--- src/hw/gst_pkg.sv ---
// Purpose: Shared constants and types of the gated sixteen bit timer.
// Assumes: APB slave with 32-bit data, one aligned word per register.
// Notes:   Control fields follow the control byte layout, bit 7 down to bit 0.
package gst_pkg;

  localparam logic [7:0] GST_OFF_COUNT_LOW  = 8'h00;
  localparam logic [7:0] GST_OFF_COUNT_HIGH = 8'h04;
  localparam logic [7:0] GST_OFF_CONTROL    = 8'h08;
  localparam logic [7:0] GST_OFF_IRQ_CFG    = 8'h0c;
  localparam logic [7:0] GST_OFF_STATUS     = 8'h10;
  localparam logic [7:0] GST_OFF_PORT       = 8'h14;

  localparam logic [7:0] GST_CONTROL_RESET  = 8'h00;
  localparam logic [3:0] GST_IRQ_CFG_RESET  = 4'h0;
  localparam logic [1:0] GST_PORT_DIR_RESET = 2'h3;

  localparam int GST_IRQ_GSS_BIT  = 0;
  localparam int GST_IRQ_IE_BIT   = 1;
  localparam int GST_IRQ_PERIPHERAL_IRQ_ENABLE_BIT = 2;
  localparam int GST_IRQ_GIE_BIT  = 3;
  localparam int GST_STATUS_OVF_BIT = 0;

  localparam logic [1:0] GST_INSTR_DIV_LAST = 2'h3;
  localparam logic [15:0] GST_COUNT_ALL_ONES = 16'hffff;

  typedef enum logic [1:0] {
    GST_DIV1 = 2'b00,
    GST_DIV2 = 2'b01,
    GST_DIV4 = 2'b10,
    GST_DIV8 = 2'b11
  } gst_prescale_e;

  typedef struct packed {
    logic          gate_polarity;
    logic          gate_enable;
    gst_prescale_e prescale_select;
    logic          crystal_osc_enable;
    logic          sync_bypass;
    logic          clock_source_select;
    logic          timer_on;
  } gst_ctrl_s;

endpackage : gst_pkg

--- src/hw/gst_edge_detect.sv ---
// Purpose: Rising and falling edge detection of the external count input.
// Assumes: Input is sampled on pclk.
// Notes:   Sync path uses two stages; bypass path uses a single sample.
`timescale 1ns/1ps
module gst_edge_detect (
  input  wire logic pclk,      // System clock.
  input  wire logic presetn,   // Asynchronous reset, active low.
  input  wire logic bypass,    // Skip the synchroniser.
  input  wire logic din,       // Raw external count input.
  output logic      rise,      // One-cycle rising edge pulse.
  output logic      fall       // One-cycle falling edge pulse.
);
  logic sync_a;
  logic sync_b;
  logic sync_prev;
  logic raw_q;
  logic raw_prev;
  wire  cur  = bypass ? raw_q : sync_b;
  wire  prev = bypass ? raw_prev : sync_prev;

  always_ff @(posedge pclk or negedge presetn) begin
    if (!presetn) begin
      sync_a    <= 1'b0;
      sync_b    <= 1'b0;
      sync_prev <= 1'b0;
      raw_q     <= 1'b0;
      raw_prev  <= 1'b0;
    end else begin
      sync_a    <= din;
      sync_b    <= sync_a;
      sync_prev <= sync_b;
      raw_q     <= din;
      raw_prev  <= raw_q;
    end
  end

  assign rise = cur & ~prev;
  assign fall = ~cur & prev;
endmodule : gst_edge_detect

--- src/hw/gst_prescaler.sv ---
// Purpose: Divide count ticks by 1, 2, 4 or 8.
// Assumes: tick is a one-cycle pulse.
// Notes:   The counter is not visible to software.
`timescale 1ns/1ps
module gst_prescaler #(
  parameter int WIDTH = 3
) (
  input  wire logic                  pclk,    // System clock.
  input  wire logic                  presetn, // Asynchronous reset, active low.
  input  wire logic                  clear,   // Clear the prescale counter.
  input  wire logic                  tick,    // Input tick pulse.
  input  wire gst_pkg::gst_prescale_e sel,    // Division select.
  output logic                       inc      // Increment pulse.
);
  import gst_pkg::*;
  logic [WIDTH-1:0] cnt;
  logic [WIDTH-1:0] mask;

  always_comb begin
    unique case (sel)
      GST_DIV1: mask = WIDTH'(0);
      GST_DIV2: mask = WIDTH'(1);
      GST_DIV4: mask = WIDTH'(3);
      GST_DIV8: mask = WIDTH'(7);
    endcase
  end

  assign inc = tick & ((cnt & mask) == mask);

  always_ff @(posedge pclk or negedge presetn) begin
    if (!presetn) begin
      cnt <= '0;
    end else if (clear) begin
      cnt <= '0;
    end else if (tick) begin
      cnt <= (inc) ? '0 : cnt + WIDTH'(1);
    end
  end
endmodule : gst_prescaler

--- src/hw/gst_timer.sv ---
// Purpose: Gated sixteen bit timer/counter with APB registers.
// Assumes: All pin inputs are synchronous to pclk; pclk is the oscillator.
// Notes:   Instruction clock is pclk divided by four as an enable pulse.
`timescale 1ns/1ps

module gst_timer (
  input  wire logic        pclk,                        // System clock.
  input  wire logic        presetn,                     // Asynchronous reset.
  input  wire logic        psel,                        // APB select.
  input  wire logic        penable,                     // APB enable.
  input  wire logic        pwrite,                      // APB direction.
  input  wire logic [7:0]  paddr,                       // APB byte address.
  input  wire logic [31:0] pwdata,                      // APB write data.
  output logic      [31:0] prdata,                      // APB read data.
  output logic             pready,                      // APB ready.
  output logic             pslverr,                     // APB error.
  input  wire logic        external_count_pin,          // External count input.
  input  wire logic        low_power_crystal_clock,     // Crystal clock level.
  input  wire logic        internal_osc_no_clkout_mode, // Core clock mode.
  input  wire logic        gate_pin,                    // Gate pin level.
  input  wire logic        second_comparator_output,    // Comparator gate.
  input  wire logic        core_sleep,                  // Core in Sleep.
  input  wire logic        special_event_trigger,       // Clear request pulse.
  input  wire logic        osc_pin_a_data,              // Shared pin A level.
  input  wire logic        osc_pin_b_data,              // Shared pin B level.
  output logic      [15:0] count_value,                 // Count to the unit.
  output logic             overflow_irq,                // Interrupt request.
  output logic             wake_request,                // Wake from Sleep.
  output logic             crystal_osc_run,             // Oscillator enable.
  output logic             osc_pin_a_direction,         // Pin A direction.
  output logic             osc_pin_b_direction          // Pin B direction.
);
  import gst_pkg::*;

  gst_ctrl_s   ctrl;
  logic [3:0]  irq_cfg;
  logic        overflow_flag;
  logic [1:0]  port_dir;
  logic [1:0]  instr_div;
  logic        counter_armed;
  logic        timer_on_q;

  // Bus decode.
  // Writes land only in the access phase, at the edge where pready is high.
  wire setup      = psel & ~penable;
  wire access     = psel & penable & pready;
  wire wr         = access & pwrite;
  wire hit_low    = paddr == GST_OFF_COUNT_LOW;
  wire hit_high   = paddr == GST_OFF_COUNT_HIGH;
  wire hit_ctrl   = paddr == GST_OFF_CONTROL;
  wire hit_irq    = paddr == GST_OFF_IRQ_CFG;
  wire hit_stat   = paddr == GST_OFF_STATUS;
  wire hit_port   = paddr == GST_OFF_PORT;
  wire mapped     = hit_low | hit_high | hit_ctrl | hit_irq | hit_stat | hit_port;
  wire wr_low     = wr & hit_low;
  wire wr_high    = wr & hit_high;
  wire wr_count   = wr_low | wr_high;
  wire wr_ctrl    = wr & hit_ctrl;
  wire wr_irq     = wr & hit_irq;
  wire wr_stat    = wr & hit_stat;
  wire wr_port    = wr & hit_port;

  // Control byte as written, so single fields can be looked at before they land.
  gst_ctrl_s wr_ctrl_val;
  assign wr_ctrl_val = gst_ctrl_s'(pwdata[7:0]);

  // Configuration fields.
  wire gate_source_select    = irq_cfg[GST_IRQ_GSS_BIT];
  wire overflow_irq_enable   = irq_cfg[GST_IRQ_IE_BIT];
  wire peripheral_irq_enable = irq_cfg[GST_IRQ_PERIPHERAL_IRQ_ENABLE_BIT];
  wire global_irq_enable     = irq_cfg[GST_IRQ_GIE_BIT];

  // Instruction clock enable, one pulse every four pclk cycles.
  wire instr_tick = instr_div == GST_INSTR_DIV_LAST;

  wire use_crystal = ctrl.crystal_osc_enable & internal_osc_no_clkout_mode;
  wire ext_level   = use_crystal ? low_power_crystal_clock : external_count_pin;

  // Edge detection; bypass only counts in external mode.
  logic ext_rise;
  logic ext_fall;

  // two stage sync
  // Flipping the bypass bit swaps the edge path, so one edge may be lost or doubled.
  gst_edge_detect u_edge (
    .pclk    (pclk),
    .presetn (presetn),
    .bypass  (ctrl.sync_bypass),
    .din     (ext_level),
    .rise    (ext_rise),
    .fall    (ext_fall)
  );

  wire gate_src    = gate_source_select ? second_comparator_output : gate_pin;
  wire gate_active = ctrl.gate_polarity ? gate_src : ~gate_src;
  wire gate_ok     = ~ctrl.gate_enable | gate_active;

  // only bypassed external counting runs in Sleep
  wire sleep_ok = ~core_sleep | (ctrl.clock_source_select & ctrl.sync_bypass);

  wire ext_tick = ext_rise & counter_armed;
  wire src_tick = ctrl.clock_source_select ? ext_tick : instr_tick;
  wire run      = ctrl.timer_on & gate_ok & sleep_ok;
  wire pre_tick = src_tick & run;

  logic inc;

  gst_prescaler #(
    .WIDTH (3)
  ) u_pre (
    .pclk    (pclk),
    .presetn (presetn),
    .clear   (wr_count),
    .tick    (pre_tick),
    .sel     (ctrl.prescale_select),
    .inc     (inc)
  );

  wire rollover = inc & (count_value == GST_COUNT_ALL_ONES);

  // next count, write first
  // A byte write outranks the compare clear, so software always sees its own value.
  logic [15:0] next_count;
  always_comb begin
    next_count = count_value;
    if (wr_low) begin
      next_count[7:0] = pwdata[7:0];
    end else if (wr_high) begin
      next_count[15:8] = pwdata[7:0];
    end else if (special_event_trigger) begin
      next_count = 16'h0000;
    end else if (inc) begin
      next_count = count_value + 16'h0001;
    end
  end

  // write races with increments resolve by priority above.
  always_ff @(posedge pclk or negedge presetn) begin
    if (!presetn) begin
      count_value <= 16'h0000;
    end else begin
      count_value <= next_count;
    end
  end

  // Instruction clock divider; it runs free, so its phase is arbitrary.
  always_ff @(posedge pclk or negedge presetn) begin
    if (!presetn) begin
      instr_div <= 2'h0;
    end else begin
      instr_div <= instr_div + 2'h1;
    end
  end

  // falling edge arms counter
  // Arming drops while timer_on is clear, when it sets and on a count write, so a restart waits for a new falling edge.
  wire enable_rise = ctrl.timer_on & ~timer_on_q;
  always_ff @(posedge pclk or negedge presetn) begin
    if (!presetn) begin
      counter_armed <= 1'b0;
      timer_on_q    <= 1'b0;
    end else begin
      timer_on_q <= ctrl.timer_on;
      if (wr_count | enable_rise | ~ctrl.timer_on) begin
        counter_armed <= 1'b0;
      end else if (ext_fall) begin
        counter_armed <= 1'b1;
      end
    end
  end

  // Control and configuration registers.
  always_ff @(posedge pclk or negedge presetn) begin
    if (!presetn) begin
      ctrl <= gst_ctrl_s'(GST_CONTROL_RESET);
    end else if (wr_ctrl) begin
      ctrl <= wr_ctrl_val;
    end
  end

  always_ff @(posedge pclk or negedge presetn) begin
    if (!presetn) begin
      irq_cfg <= GST_IRQ_CFG_RESET;
    end else if (wr_irq) begin
      irq_cfg <= pwdata[3:0];
    end
  end

  wire ovf_clear = wr_stat & ~pwdata[GST_STATUS_OVF_BIT];
  always_ff @(posedge pclk or negedge presetn) begin
    if (!presetn) begin
      overflow_flag <= 1'b0;
    end else if (rollover) begin
      overflow_flag <= 1'b1;
    end else if (ovf_clear) begin
      overflow_flag <= 1'b0;
    end
  end

  wire next_irq = overflow_flag & ctrl.timer_on & overflow_irq_enable &
                  peripheral_irq_enable & global_irq_enable;
  wire next_wake = overflow_flag & core_sleep & ctrl.timer_on &
                   overflow_irq_enable & peripheral_irq_enable &
                   ctrl.sync_bypass & ctrl.clock_source_select;

  always_ff @(posedge pclk or negedge presetn) begin
    if (!presetn) begin
      overflow_irq <= 1'b0;
    end else begin
      overflow_irq <= next_irq;
    end
  end

  // Wake ignores the global enable: a masked core still resumes, it only skips the handler.
  always_ff @(posedge pclk or negedge presetn) begin
    if (!presetn) begin
      wake_request <= 1'b0;
    end else begin
      wake_request <= next_wake;
    end
  end

  // oscillator enable output
  // Taken from the control write itself, so the run output moves on the same edge as the bit.
  wire next_ctrl_osc = wr_ctrl ? wr_ctrl_val.crystal_osc_enable : ctrl.crystal_osc_enable;
  always_ff @(posedge pclk or negedge presetn) begin
    if (!presetn) begin
      crystal_osc_run <= 1'b0;
    end else begin
      crystal_osc_run <= next_ctrl_osc;
    end
  end

  wire [1:0] next_port_dir = wr_port ? pwdata[1:0] : port_dir;
  wire [1:0] dir_view      = next_ctrl_osc ? 2'h3 : next_port_dir;
  always_ff @(posedge pclk or negedge presetn) begin
    if (!presetn) begin
      port_dir <= GST_PORT_DIR_RESET;
    end else begin
      port_dir <= next_port_dir;
    end
  end

  // The pins see the forced view; the stored bits return once the crystal is off.
  always_ff @(posedge pclk or negedge presetn) begin
    if (!presetn) begin
      osc_pin_a_direction <= GST_PORT_DIR_RESET[0];
      osc_pin_b_direction <= GST_PORT_DIR_RESET[1];
    end else begin
      osc_pin_a_direction <= dir_view[0];
      osc_pin_b_direction <= dir_view[1];
    end
  end

  wire [1:0] dir_read  = ctrl.crystal_osc_enable ? 2'h3 : port_dir;
  wire [1:0] data_read = ctrl.crystal_osc_enable ? 2'h0
                         : {osc_pin_b_data, osc_pin_a_data};

  logic [31:0] rd_mux;
  always_comb begin
    rd_mux = 32'h0000_0000;
    if (hit_low) begin
      rd_mux[7:0] = count_value[7:0];
    end else if (hit_high) begin
      rd_mux[7:0] = count_value[15:8];
    end else if (hit_ctrl) begin
      rd_mux[7:0] = ctrl;
    end else if (hit_irq) begin
      rd_mux[3:0] = irq_cfg;
    end else if (hit_stat) begin
      rd_mux[GST_STATUS_OVF_BIT] = overflow_flag;
    end else if (hit_port) begin
      rd_mux[3:0] = {data_read, dir_read};
    end
  end

  // One wait-free access phase: the answer is prepared during setup.
  // Read data stays zero outside a read access, so stale values never leak.
  wire [31:0] next_prdata = (setup & ~pwrite) ? rd_mux : 32'h0000_0000;

  always_ff @(posedge pclk or negedge presetn) begin
    if (!presetn) begin
      pready <= 1'b0;
    end else begin
      pready <= setup;
    end
  end

  always_ff @(posedge pclk or negedge presetn) begin
    if (!presetn) begin
      pslverr <= 1'b0;
    end else begin
      pslverr <= setup & ~mapped;
    end
  end

  always_ff @(posedge pclk or negedge presetn) begin
    if (!presetn) begin
      prdata <= 32'h0000_0000;
    end else begin
      prdata <= next_prdata;
    end
  end

  // count_value feeds the capture/compare unit directly.
endmodule : gst_timer

--- config.mk ---
export PLATFORM = sky130hd
export DESIGN_NAME = gst_timer
export DESIGN_NICKNAME = d
export VERILOG_FILES = /design/src/hw/gst_pkg.sv /design/src/hw/gst_edge_detect.sv /design/src/hw/gst_prescaler.sv /design/src/hw/gst_timer.sv
export SDC_FILE = /design/constraint.sdc
export NUM_CORES = 1
export LEC_CHECK = 0
export BUFFER_PORTS_ARGS = -buffer_cell sky130_fd_sc_hd__buf_4
export CORE_AREA = 4 4 122 124
export DETAILED_ROUTE_END_ITERATION = 10
export DIE_AREA = 0 0 126 128
export PLACE_DENSITY_LB_ADDON = 0.08
export SLEW_MARGIN = 10
export SYNTH_ARGS = -nofsm -noshare
export SYNTH_HDL_FRONTEND = slang
export SYNTH_HIERARCHICAL = 1
export SYNTH_SLANG_ARGS = --single-unit
--- constraint.sdc ---
create_clock -name pclk -period 2.2 [get_ports pclk]
set_clock_uncertainty 0.15 [all_clocks]
set_input_delay 0.44 -clock pclk [delete_from_list [all_inputs] [get_ports pclk]]
set_output_delay 0.44 -clock pclk [all_outputs]
set_load 0.05 [all_outputs]
==> results.sh <==
export IMPL_yosys_warnings=6
export IMPL_io_pins=109
export IMPL_syn_area_sq_um=3250
export IMPL_synthCells=336
export IMPL_top_usage_layer="met2"
export IMPL_antenna_left=0
export IMPL_peakVddDrop_mv=0.254
export IMPL_cts_tree="yes"
export IMPL_htree_levels=2
export IMPL_layout_nets=512
export IMPL_post_dp_cell_area_sq_um=4270
export IMPL_hold_path_class="in2reg"
export IMPL_wire_per_inst_microns=17.3
export IMPL_drv_cap=0
export IMPL_crit_arrival_ps=2270
export IMPL_path_max_fanout=4
export IMPL_totalWireLength_mm=11.0
export IMPL_finalPower_mw=2.30
export IMPL_timing_final_ws_setup_ps=-23.9
export IMPL_insertion_delay_ps=310
export IMPL_status="complete, but fails checks"
export IMPL_cpMostUsedCell="nand2_2"
export IMPL_ctsLongestPathBuffers=2
export IMPL_start_util_pct=23.6
export IMPL_critPathLaunchType="flip-flop"
export IMPL_clock_sinks=56
export IMPL_synth_edf_count=0
export IMPL_path_class="reg2reg"
export IMPL_clk_pin_slew_worst_paths_ps=80
export IMPL_drive_gt1_share_pct=39.7
export IMPL_die_w_microns=126
export IMPL_die_area_sq_um=16100
export IMPL_fin_hold_ws_ps=215
export IMPL_maxSlewViolCount=0
export IMPL_cts_buffers=5
export IMPL_grt_overflow_total=0
export IMPL_ys_dominant_reg_cell="dfrtp_1"
export IMPL_ctsRootBufferMaster="clkbuf_16"
export IMPL_fmax_ghz=0.450
export IMPL_seqPwrFrac_pct=45.4
export IMPL_finalCritPeriodShare_pct=101
export IMPL_switching_share_pct=27.1
export IMPL_final_common_cell="buf_4"
export IMPL_async_reset_ff_share_pct=100
export IMPL_grtUsageMet3_pct=2.13
export IMPL_hold_viol_final=0
export IMPL_p_comb_share_pct=13.4
export IMPL_fin_setup_tns_ps=-35.7
export IMPL_dr_pass1_iters=4
export IMPL_fin_crit_ps=2220
export IMPL_n_antenna_cell=0
export IMPL_dpl_hpwl_mm=8.64
export IMPL_clock_power_share_pct=41.3
export IMPL_drcViolationCount=0
export IMPL_core_area_sq_um=13800
export IMPL_power_internal_mw=1.68
export IMPL_drt_initial_drc_count=128
export IMPL_setup_viol=3
export IMPL_powerDensity_nw_per_um2=508
export IMPL_num_vias=2952
export IMPL_portBuffers=60
export IMPL_ys_ff_latch=56
export IMPL_post_drt_via_cell_ratio=4.64
export IMPL_use_met1_pct=19.2
export IMPL_synth_seq_area_share_pct=43.3
export IMPL_grt_pass1_wl_mm=17.1
export IMPL_cp_data_required_time_ps=2240
export IMPL_die_h_microns=128
export IMPL_p_switching_mw=0.624
export IMPL_grt_pass1_vias=2992
export IMPL_place_congestion=0.790
export IMPL_final_cell_mix="buf_4, dfrtp_1, nand2_1"
export IMPL_leakagePower_nw=2.08
export IMPL_failed_checks="negative setup slack"
export IMPL_crit_slowest_cell="dfrtp_1"
export IMPL_nFillCells=1483
export IMPL_end_kind="flip-flop"
export IMPL_antenna_found_initial=0
export IMPL_num_rows=43
export IMPL_syn_area_per_cell_sq_um=9.67
export IMPL_post_route_util_pct=32.9
export IMPL_gr_usage_met2_pct=21.9
export IMPL_grt_usage_pct=13.8
export IMPL_rsz0062_at_grt="yes"
export IMPL_final_area_sq_um=4530
export IMPL_grt_max_degree=32
export IMPL_crit_chain="buf_4 -> nand2b_1 -> a41o_1 -> nand2_2 -> a21oi_4 -> and3_4 -> inv_2 -> nand2_2 -> mux2i_4 -> nor2_1 -> o22a_1"
export IMPL_syn2layout_area_growth_pct=39.3
export IMPL_cpPeakStageDelay_ps=410
export IMPL_yosysUniqueCellTypes=65
-- final timing paths --
kind / cells after the start / from / slack [ps] / endpoint
worst min-delay path: 2 / low_power_crystal_clock / 210 / u_edge/raw_q
max in group asynchronous: 3 / presetn / 910 / osc_pin_b_direction
min in group asynchronous: 2 / presetn / 450 / pready
worst min register to register: 1 / instr_div[1] / 320 / instr_div[1]
worst max-delay path: 11 / ctrl[2] / -20 / count_value[11]
worst max register to register: 11 / ctrl[2] / -20 / count_value[11]
-- power by group through the flow --
stage / combinational, mW / clock, mW / sequential (mW)
floorplan: 0.186 / 0 / 1.07
global placement: 0.303 / 0 / 1.06
detailed placement: 0.303 / 0 / 1.06
CTS: 0.308 / 0.990 / 1.04
global route: 0.332 / 1.02 / 1.04
finish: 0.307 / 0.949 / 1.04
-- final cells by class --
| class | count | area (sq um) | area share, % |
|---|---|---|---|
| Tap cell | 180 | 225 | 4.97 |
| Sequential cell | 56 | 1410 | 31.1 |
| Timing Repair Buffer | 126 | 972 | 21.5 |
| Inverter | 13 | 48.8 | 1.08 |
| Clock inverter | 3 | 47.5 | 1.05 |
| Clock buffer | 5 | 125 | 2.76 |
| Multi-Input combinational cell | 253 | 1700 | 37.6 |
-- registers in the layout (all words and copies together) (netlist names), 2 cells and up --
signal,count
ctrl,8
count_value,16
u_pre/cnt,3
instr_div,2
prdata,8
port_dir,2
irq_cfg,4
-- worst max-delay path: cells and delay by family (launching register included) --
family / cells / cell delay [ps]
AO/OA/AOI/OAI: 3 / 490
buffers and inverters: 2 / 230
flip-flops: 1 / 410
multiplexers: 1 / 240
AND/OR/NAND/NOR: 5 / 590
-- synth_stat cells (all sizes together) (3+ instances only) --
| cell | n | area, sq um |
|---|---|---|
| dfstp | 4 | 105 |
| a32oi | 4 | 35.0 |
| dfrtp | 52 | 1300 |
| nand2 | 31 | 121 |
| mux2i | 10 | 100 |
| and3 | 3 | 20.0 |
| ha | 3 | 37.5 |
| a21oi | 19 | 98.9 |
| nand4 | 8 | 50.1 |
| clkbuf | 6 | 22.5 |
| or3 | 3 | 18.8 |
| a22oi | 5 | 37.5 |
| nand3 | 8 | 40.0 |
| nor2 | 21 | 81.3 |
| o21ai | 25 | 125 |
| nand2b | 6 | 37.5 |
| nor4 | 6 | 37.5 |
| nor3b | 6 | 45.0 |
| o22ai | 3 | 25.0 |
| nor3 | 7 | 56.3 |
| o31a | 3 | 26.3 |
| inv | 13 | 48.8 |
| mux2 | 18 | 203 |
| nor2b | 4 | 25.0 |
| buf | 31 | 236 |
| o211ai | 4 | 30.0 |
-- metrics by stage --
step,instances,setup slack [ps]
finish,636,-23.9
global route,636,-123
CTS,634,0.930
detailed placement,625,-197
global placement,625,-337
floorplan,359,-78.8
-- timing repair --
item / in CTS / in global routing
pin swaps: 2 / 4
setup endpoints to repair: 11 / 15
hold endpoints to repair: 22 / 0
setup buffers: 0 / 2
gates resized for setup: 10 / 9
cloned: 0 / 0
hold buffers: 1 / 0
-- cell families after synthesis --
logic type / synth area share (%)
flip-flops: 43.3
other: 0.115
AND/OR/NAND/NOR: 19.2
XOR/XNOR: 0.539
multiplexers: 9.31
buffers and inverters: 9.47
adder cells (fa/ha/maj): 1.15
AO/OA/AOI/OAI: 16.9
-- per-layer routing --
metal | part of all wire [%] | routed length [microns]
met1 | 47 | 5140
met4 | 1.7 | 184
met3 | 4.2 | 466
met2 | 47 | 5200
met5 | 0 | 0
(Power assumes the default switching activity.)
